<file path="config.mk">
export PLATFORM = sky130hd
export DESIGN_NAME = fsr_status_reset
export DESIGN_NICKNAME = d
export VERILOG_FILES = /design/src/logic/fsr_pkg.sv /design/src/logic/fsr_status_reset.sv
export VERILOG_INCLUDE_DIRS = /design/src /design/src/logic
export SDC_FILE = /design/constraint.sdc
export NUM_CORES = 1
export LEC_CHECK = 0
export BUFFER_PORTS_ARGS = -buffer_cell sky130_fd_sc_hd__buf_2
export CELL_PAD_IN_SITES_DETAIL_PLACEMENT = 0
export CELL_PAD_IN_SITES_GLOBAL_PLACEMENT = 1
export CORE_MARGIN = 4
export CORE_UTILIZATION = 35
export DETAILED_ROUTE_END_ITERATION = 16
export GPL_ROUTABILITY_DRIVEN = 0
export PLACE_DENSITY_LB_ADDON = 0.1
export RECOVER_POWER = 100
export REMOVE_ABC_BUFFERS = 1
export SYNTH_ARGS = -nofsm -noshare
export SYNTH_HDL_FRONTEND = slang
export SYNTH_SLANG_ARGS = --single-unit
</file>
<file path="constraint.sdc">
create_clock -name clk -period 1.8 [get_ports clk]
set_input_delay 0.18 -clock clk [delete_from_list [all_inputs] [get_ports clk]]
set_output_delay 0.18 -clock clk [all_outputs]
set_load 0.005 [all_outputs]
</file>
<file path="src/logic/fsr_params.svh">
`ifndef FSR_PARAMS_SVH
`define FSR_PARAMS_SVH

// Status byte one bit positions
`define FSR_S1_EOC      7
`define FSR_S1_CRC      5
`define FSR_S1_LATE     4
`define FSR_S1_NOSEC    2
`define FSR_S1_WPROT    1
`define FSR_S1_NOMARK   0
// Status byte two bit positions
`define FSR_S2_MMATCH   6
`define FSR_S2_DCRC     5
`define FSR_S2_TRK      4
`define FSR_S2_BAD      1
`define FSR_S2_NODAM    0
// Status byte three bit positions
`define FSR_S3_WP       6
`define FSR_S3_ONE_HI   5
`define FSR_S3_T0       4
`define FSR_S3_ONE_LO   3
`define FSR_S3_HD       2
`define FSR_S3_DS_HI    1
`define FSR_S3_DS_LO    0

`define FSR_BYTE_ZERO   8'h00
`define FSR_HARD_TRACK  8'hFF
`define FSR_LAST_SECTOR 8'hFF
`define FSR_IDX_LIMIT   2'h2

`endif

</file>
<file path="src/logic/fsr_pkg.sv">
package fsr_pkg;

    typedef enum logic [2:0] {
        FSR_CMD_OTHER,
        FSR_CMD_READ_DATA,
        FSR_CMD_READ_DELETED,
        FSR_CMD_WRITE_DATA,
        FSR_CMD_WRITE_DELETED,
        FSR_CMD_FORMAT,
        FSR_CMD_READ_ID,
        FSR_CMD_READ_TRACK
    } fsr_cmd_t;

    typedef enum logic [1:0] {
        FSR_ST_RESET,
        FSR_ST_IDLE,
        FSR_ST_EXEC
    } fsr_state_t;

    // Events reported by the disk engine, one-cycle pulses
    typedef struct packed {
        logic       sector_past_end;
        logic       data_cmd_end;
        logic       terminal_count;
        logic       id_crc_fail;
        logic       data_crc_fail;
        logic       service_late;
        logic       sector_missing;
        logic       id_read_fail;
        logic       sequence_wrong;
        logic       index_pulse_pin;
        logic       id_mark_seen;
        logic       no_data_mark;
        logic       deleted_mark;
        logic       normal_mark;
        logic       id_valid;
        logic [7:0] id_track;
    } fsr_event_t;

    // Live drive pins
    typedef struct packed {
        logic       write_protect_pin;
        logic       track_zero_pin;
        logic       head_select_pin;
        logic [1:0] drive_select_state;
    } fsr_pins_t;

endpackage : fsr_pkg

</file>
<file path="src/logic/fsr_status_reset.sv">
`include "fsr_params.svh"

module fsr_status_reset (
    input  wire logic               clk,              // Core clock
    input  wire logic               rst,              // Hardware reset pin, active high
    input  wire logic               ce,               // Clock enable
    input  wire logic               cmd_start,        // New command accepted
    input  wire fsr_pkg::fsr_cmd_t  cmd_kind,         // Command being started
    input  wire logic [7:0]         cur_track,        // Internally held track
    input  wire fsr_pkg::fsr_event_t evt,             // Disk engine events
    input  wire fsr_pkg::fsr_pins_t  pins,            // Drive pins
    input  wire logic               ocr_reset_wr,     // Write to output-control reset bit
    input  wire logic               ocr_reset_val,    // Value written
    input  wire logic               rate_reset_wr,    // Rate-select reset bit set
    input  wire logic               power_down_req,   // Enter power down
    input  wire logic               cfg_wr,           // Configure command
    input  wire logic               cfg_poll_dis,     // Configure polling disable
    input  wire logic [7:0]         cfg_val,          // Configure settings
    input  wire logic               spec_wr,          // Specify command
    input  wire logic [7:0]         spec_val,         // Specify settings
    output logic [7:0]              result_status_one, // Result byte one
    output logic [7:0]              result_status_two, // Result byte two
    output logic [7:0]              drive_state_status, // Drive state byte
    output logic                    core_reset,       // Core held in reset
    output logic                    ocr_reset_bit,    // Readback of reset bit
    output logic                    power_down,       // Power down state
    output logic                    poll_enable,      // Drive polling running
    output logic [7:0]              cfg_settings,     // Stored configure value
    output logic [7:0]              spec_settings,    // Stored specify value
    output fsr_pkg::fsr_state_t     core_state        // Idle, executing or reset
);

    logic [7:0]          st1_q, st1_d;
    logic [7:0]          st2_q, st2_d;
    logic [7:0]          st3_q, st3_d;
    logic                ocr_q, rate_q, pd_q, poll_q, srst_q;
    logic [7:0]          cfg_q, spec_q;
    logic [1:0]          idx_q;
    fsr_pkg::fsr_cmd_t   cmd_q;
    fsr_pkg::fsr_state_t state_q, state_d;

    function automatic logic is_write(input fsr_pkg::fsr_cmd_t c);
        is_write = (c == fsr_pkg::FSR_CMD_WRITE_DATA) ||
                   (c == fsr_pkg::FSR_CMD_WRITE_DELETED) ||
                   (c == fsr_pkg::FSR_CMD_FORMAT);
    endfunction : is_write

    function automatic logic is_rw_data(input fsr_pkg::fsr_cmd_t c);
        is_rw_data = (c == fsr_pkg::FSR_CMD_READ_DATA) ||
                     (c == fsr_pkg::FSR_CMD_READ_DELETED) ||
                     (c == fsr_pkg::FSR_CMD_WRITE_DATA) ||
                     (c == fsr_pkg::FSR_CMD_WRITE_DELETED);
    endfunction : is_rw_data

    wire exec      = (state_q == fsr_pkg::FSR_ST_EXEC);
    // Software resets; the two are ORed, either one alone forces reset
    wire soft_rst  = ocr_q | rate_q;
    wire track_bad = evt.id_valid && (evt.id_track != cur_track);
    wire eoc_ev    = evt.sector_past_end ||
                     (evt.data_cmd_end && !evt.terminal_count && is_rw_data(cmd_q));
    wire idx_miss  = evt.index_pulse_pin && (idx_q == `FSR_IDX_LIMIT - 2'h1)
                     && !evt.id_mark_seen;
    wire sec_miss  = (evt.sector_missing &&
                      (cmd_q == fsr_pkg::FSR_CMD_READ_DATA ||
                       cmd_q == fsr_pkg::FSR_CMD_READ_DELETED)) ||
                     (evt.id_read_fail && cmd_q == fsr_pkg::FSR_CMD_READ_ID) ||
                     (evt.sequence_wrong && cmd_q == fsr_pkg::FSR_CMD_READ_TRACK);
    wire mismatch  = (cmd_q == fsr_pkg::FSR_CMD_READ_DATA && evt.deleted_mark) ||
                     (cmd_q == fsr_pkg::FSR_CMD_READ_DELETED && evt.normal_mark);

    wire [7:0] st1_set = {eoc_ev, 1'b0, evt.id_crc_fail | evt.data_crc_fail,
                          evt.service_late, 1'b0, sec_miss,
                          pins.write_protect_pin & is_write(cmd_q),
                          idx_miss | evt.no_data_mark};
    wire [7:0] st2_set = {1'b0, mismatch, evt.data_crc_fail,
                          track_bad, 2'b00,
                          track_bad && (evt.id_track == `FSR_HARD_TRACK),
                          evt.no_data_mark};

    // Events gathered only while executing; start clears, same-cycle set still wins
    always_comb
    begin
        st1_d = cmd_start ? `FSR_BYTE_ZERO : st1_q;
        st2_d = cmd_start ? `FSR_BYTE_ZERO : st2_q;
        if (exec)
        begin
            st1_d = st1_d | st1_set;
            st2_d = st2_d | st2_set;
        end
        st1_d[6] = 1'b0;
        st1_d[3] = 1'b0;
        st2_d[7] = 1'b0;
        st2_d[3] = 1'b0;
        st2_d[2] = 1'b0;
    end

    always_comb
    begin
        st3_d = `FSR_BYTE_ZERO;
        st3_d[`FSR_S3_WP]     = pins.write_protect_pin;
        st3_d[`FSR_S3_T0]     = pins.track_zero_pin;
        st3_d[`FSR_S3_HD]     = pins.head_select_pin;
        st3_d[`FSR_S3_DS_HI:`FSR_S3_DS_LO] = pins.drive_select_state;
        st3_d[`FSR_S3_ONE_HI] = 1'b1;
        st3_d[`FSR_S3_ONE_LO] = 1'b1;
    end

    always_comb
    begin
        state_d = state_q;
        unique case (state_q)
            fsr_pkg::FSR_ST_RESET: if (!soft_rst) state_d = fsr_pkg::FSR_ST_IDLE;
            fsr_pkg::FSR_ST_IDLE:  if (cmd_start) state_d = fsr_pkg::FSR_ST_EXEC;
            fsr_pkg::FSR_ST_EXEC:  if (evt.data_cmd_end) state_d = fsr_pkg::FSR_ST_IDLE;
            default:               state_d = fsr_pkg::FSR_ST_RESET;
        endcase
        if (soft_rst)
            state_d = fsr_pkg::FSR_ST_RESET;
    end

    // Hardware reset lands in reset state with the control bit set
    always_ff @(posedge clk or posedge rst)
    begin
        if (rst)
        begin
            state_q <= fsr_pkg::FSR_ST_RESET;
            ocr_q   <= 1'b1;
            rate_q  <= 1'b0;
            pd_q    <= 1'b0;
            poll_q  <= 1'b0;
            cfg_q   <= `FSR_BYTE_ZERO;
            st1_q   <= `FSR_BYTE_ZERO;
            st2_q   <= `FSR_BYTE_ZERO;
            st3_q   <= `FSR_BYTE_ZERO;
            cmd_q   <= fsr_pkg::FSR_CMD_OTHER;
            idx_q   <= 2'h0;
            srst_q  <= 1'b1;
        end
        else if (ce)
        begin
            state_q <= state_d;
            if (ocr_reset_wr)
                ocr_q <= ocr_reset_val;
            rate_q  <= rate_reset_wr & ~rate_q;
            srst_q  <= soft_rst;
            if (soft_rst)
                pd_q <= 1'b0;
            else if (power_down_req)
                pd_q <= 1'b1;
            if (soft_rst)
            begin
                cfg_q  <= `FSR_BYTE_ZERO;
                poll_q <= 1'b0;
            end
            else if (cfg_wr)
            begin
                cfg_q  <= cfg_val;
                poll_q <= ~cfg_poll_dis;
            end
            else if (srst_q)
                poll_q <= 1'b1;
            st1_q   <= soft_rst ? `FSR_BYTE_ZERO : st1_d;
            st2_q   <= soft_rst ? `FSR_BYTE_ZERO : st2_d;
            st3_q   <= st3_d;
            if (cmd_start)
                cmd_q <= cmd_kind;
            if (cmd_start || evt.id_mark_seen)
                idx_q <= 2'h0;
            else if (evt.index_pulse_pin && idx_q != `FSR_IDX_LIMIT)
                idx_q <= idx_q + 2'h1;
        end
    end

    // Specify values survive hardware reset; unknown until first loaded
    always_ff @(posedge clk)
    begin
        if (ce && spec_wr)
            spec_q <= spec_val;
    end

    assign result_status_one  = st1_q;
    assign result_status_two  = st2_q;
    assign drive_state_status = st3_q;
    assign core_reset         = srst_q;
    assign ocr_reset_bit      = ocr_q;
    assign power_down         = pd_q;
    assign poll_enable        = poll_q;
    assign cfg_settings       = cfg_q;
    assign spec_settings      = spec_q;
    assign core_state         = state_q;

    property p_unused_zero;
        @(posedge clk) disable iff (rst)
        st1_q[6] == 1'b0 && st1_q[3] == 1'b0 && st2_q[7] == 1'b0 && st2_q[3:2] == 2'b00;
    endproperty
    a_unused_zero: assert property (p_unused_zero) else $error("unused bit set");

    property p_st3_ones;
        @(posedge clk) disable iff (rst)
        ce |=> st3_q[5] && st3_q[3] && st3_q[6] == $past(pins.write_protect_pin);
    endproperty
    a_st3_ones: assert property (p_st3_ones) else $error("status three wrong");

    property p_crc;
        @(posedge clk) disable iff (rst)
        ce && exec && !soft_rst && evt.data_crc_fail |=> st1_q[5] && st2_q[5];
    endproperty
    a_crc: assert property (p_crc) else $error("crc flag missed");

    property p_late;
        @(posedge clk) disable iff (rst)
        ce && exec && !soft_rst && evt.service_late |=> st1_q[4];
    endproperty
    a_late: assert property (p_late) else $error("late flag missed");

    property p_track;
        @(posedge clk) disable iff (rst)
        ce && exec && !soft_rst && track_bad |=> st2_q[4];
    endproperty
    a_track: assert property (p_track) else $error("track flag missed");

    property p_clear;
        @(posedge clk) disable iff (rst)
        ce && cmd_start && !exec |=> st1_q == `FSR_BYTE_ZERO;
    endproperty
    a_clear: assert property (p_clear) else $error("flags not cleared");

    property p_rate_self;
        @(posedge clk) disable iff (rst)
        ce && rate_q |=> !rate_q;
    endproperty
    a_rate_self: assert property (p_rate_self) else $error("rate reset stuck");

    property p_pd_exit;
        @(posedge clk) disable iff (rst)
        ce && soft_rst |=> !pd_q ##0 state_q == fsr_pkg::FSR_ST_RESET;
    endproperty
    a_pd_exit: assert property (p_pd_exit) else $error("reset not taken");

    property p_eoc;
        @(posedge clk) disable iff (rst)
        ce && exec && !soft_rst && eoc_ev |=> st1_q[7];
    endproperty
    a_eoc: assert property (p_eoc) else $error("end of cylinder missed");

    property p_sec;
        @(posedge clk) disable iff (rst)
        ce && exec && !soft_rst && sec_miss |=> st1_q[2];
    endproperty
    a_sec: assert property (p_sec) else $error("sector flag missed");

    property p_wprot;
        @(posedge clk) disable iff (rst)
        ce && exec && !soft_rst && pins.write_protect_pin && is_write(cmd_q) |=> st1_q[1];
    endproperty
    a_wprot: assert property (p_wprot) else $error("write block missed");

    property p_nomark;
        @(posedge clk) disable iff (rst)
        ce && exec && !soft_rst && evt.no_data_mark |=> st1_q[0] && st2_q[0];
    endproperty
    a_nomark: assert property (p_nomark) else $error("mark flag missed");

    property p_mismatch;
        @(posedge clk) disable iff (rst)
        ce && exec && !soft_rst && mismatch |=> st2_q[6];
    endproperty
    a_mismatch: assert property (p_mismatch) else $error("mark mismatch missed");

    property p_bad;
        @(posedge clk) disable iff (rst)
        ce && exec && !soft_rst && track_bad && evt.id_track == `FSR_HARD_TRACK |=> st2_q[1];
    endproperty
    a_bad: assert property (p_bad) else $error("bad track missed");

    property p_ocr_hold;
        @(posedge clk) disable iff (rst)
        ce && ocr_q && !ocr_reset_wr |=> ocr_q && state_q == fsr_pkg::FSR_ST_RESET;
    endproperty
    a_ocr_hold: assert property (p_ocr_hold) else $error("control reset dropped");

    property p_st3_pins;
        @(posedge clk) disable iff (rst)
        ce |=> st3_q[4] == $past(pins.track_zero_pin) && st3_q[7] == 1'b0;
    endproperty
    a_st3_pins: assert property (p_st3_pins) else $error("status three pins wrong");

endmodule : fsr_status_reset

</file>
==> results.yml <==
logic_synthesis:
  synth.most_common_cell: "dfrtp_1"
  syn_inst: 173
  avgSynthCellArea_um2: 12.0
  yosys_most_used_dff: "dfrtp_1"
  ys_seq_area_frac: 0.563
  synth_top_area_frac: 0.422
  async_flop_share: 0.822
  yosysTopAreaCell: "dfrtp_1"
  synth_commonest_cells: "dfrtp_1, nand2_1, a22o_1"
  synth_area_um2: 2070
  ys_ff_latch: 45
  synth_edf_count: 8
  yosysUniqueCellTypes: 42
  yosys_warnings: 0
  synthTopCellsByArea: "dfrtp_1, edfxtp_1, mux2_2, a22o_1, xor2_1"
critical_path:
  critical_path_class: "reg -> reg"
  timing.rr.start: "ocr_reset_bit$_DFFE_PP1P_"
  required_ns: 2.00
  startpoint: "ocr_reset_bit$_DFFE_PP1P_"
  worst_ep_arrival_time_ns: 1.66
  crit_path_max_fanout: 9
  end_kind: "flip-flop"
  cp-start-kind: "flip-flop"
pwr:
  power_density_nw_per_um2: 816
  p_total_uw: 2190
  peakVddDrop_v: 0.000496
  power.leakage_uw: 0.00129
timing:
  max_freq_ghz: 0.682
  worstMarginPinSlew_ns: 0.933
  setup_viol: 0
  slew_viol_final: 0
  grt_setup_unrepaired: "no"
  min_period_over_period: 0.815
  fin_crit_ns: 1.47
  hold_slack_ns: 0.0480
  hold_violations: 0
  skew_ns: 0.0111
  tns_ns: 0
  relSlewSlack: 0.378
drt:
  wl_per_cell_um: 14.0
  initialDrtViolationCount: 78
  viasPerCell: 4.75
  firstDrtPassIters: 4
  finalWirelength_um: 4930
  num_vias: 1671
  drc_errors: 0
  antenna_left: 0
die:
  start_util: 0.368
  die_w_um: 85.0
  die_y_um: 85.0
  num_io_pins: 112
  core_area_um2: 5640
  rows: 27
  die_area_um2: 7220
layout:
  nets: 347
  fillers: 552
  syn_to_final_growth_pct: 29.7
  final_layout_size_suffix_gt1_frac: 0.404
  stdcell_count: 352
  num_antenna_cells: 0
global_route:
  grt_max_degree: 38
  first_global_vias: 1606
  antenna_found_initial: 0
  track_usage: 0.137
  grt_pass1_wl_um: 7850
  overflow: 0
cts:
  cts.sinks: 45
  cts_tree: "yes"
  ctsLongestPathBuffers: 2
  clkLatencyLatePin_ns: 0.30
  clk_pin_slew_ns: 0.09
  post-cts-setup-buffers: 0
  cts_resized: 0
  cts_max_level: 2
  clk_root_buffer_cell: "clkbuf_8"
  cts_buffers: 5
place:
  port_buffers: 105
  dp.cells: 343
  dp_hpwl_um: 3860
outcome:
  outcome: "completed"
worst_hold_path:
  min_from: "spec_val[6]"
  hp-class: "in -> reg"
flow_run:
  drv_cap: 0
worst max-delay path, stage by stage (launching register included):
cell and delay (ns):
dfstp_1 0.55, or2_1 0.37, o21ai_2 0.19, a32o_2 0.26
layout by cell type (no fill, tap or decap), types with 2 or more instances in the layout:
cell / count
clkbuf_8: 5
o31ai_1: 4
o21ai_0: 9
clkbuf_1: 19
inv_1: 5
nand4_1: 3
mux2_2: 9
nand3_1: 2
dfstp_1: 2
nor2_1: 5
dfrtp_1: 35
clkinv_4: 2
edfxtp_1: 8
nor2b_1: 3
o21a_1: 2
nor4_2: 2
conb_1: 6
buf_2: 87
mux2i_1: 3
nand3b_1: 3
ha_1: 2
xor2_1: 8
a21oi_1: 7
a22o_1: 11
nand2_1: 17
what timing repair did:
item                                    in CTS  in global routing
hold buffers                                 1                  0
endpoints found under the setup margin       0                  0
hold endpoints to repair                    30                  0
stage by stage:
| step | instance area [um^2] | util | setup slack (ns) |
|---|---|---|---|
| detailed placement | 2630 | 0.465 | 0.347 |
| global route | 2690 | 0.477 | 0.205 |
| global placement | 2630 | 0.465 | 0.375 |
| floorplan | 1990 | - | 0.467 |
| finish | 2690 | 0.477 | 0.333 |
| CTS | 2730 | 0.483 | 0.344 |
cells by family (layout without fill, tap and decap cells):
family | after synthesis | in the layout | synth area share
flops | 45 | 45 | 0.563
other cells | 1 | 6 | 0.00181
simple gates | 44 | 44 | 0.118
xor+xnor | 9 | 9 | 0.0380
buf+inv | 19 | 121 | 0.0567
mux | 12 | 12 | 0.0633
fa+ha+maj | 2 | 2 | 0.0121
compound gates | 41 | 41 | 0.147
worst paths after layout:
kind	to	slack [ns]	depth (start not counted)
min in group asynchronous	drive_state_status[5]$_DFFE_PP0P_	0.70	4
max reg2reg	result_status_two[4]$_DFFE_PP0P_	0.33	3
max in group asynchronous	result_status_one[2]$_DFFE_PP0P_	0.52	4
min	spec_settings[6]$_DFFE_PP_	0.05	1
max	result_status_two[4]$_DFFE_PP0P_	0.33	3
min reg2reg	result_status_one[7]$_DFFE_PP0P_	0.49	2
routing by layer:
layer  track usage  routed length [um]  up-vias
met3        0.0466                 495        8
met5             0                   0        -
met2         0.205                2110       81
met4        0.0432                  61        0
met1         0.187                2260      754
li1              -                   -      828
area by class of cell:
class                      count  area, um^2  area share
timing repair buffer         108         522       0.194
multi-input combinational    114         800       0.297
tap                           72        90.1      0.0335
inverter                       5        18.8     0.00698
sequential                    45        1170       0.434
clock buffer                   5        68.8      0.0256
clock inverter                 3        22.5     0.00837
state kept, by name, indices dropped and copies added, names as in the netlist:
register / cells
poll_enable: 1
core_state: 2
ocr_reset_bit: 1
rate_q: 1
cfg_settings: 8
cmd_q: 3
idx_q: 2
spec_settings: 8
drive_state_status: 6
result_status_one: 6
core_reset: 1
result_status_two: 5
power_down: 1
where the power goes:
group	internal, uW	total [uW]	switching [uW]
sequential	1120	1190	69.9
combinational	188	376	188
clock	275	624	349
Power figures use the tool's default switching activity.
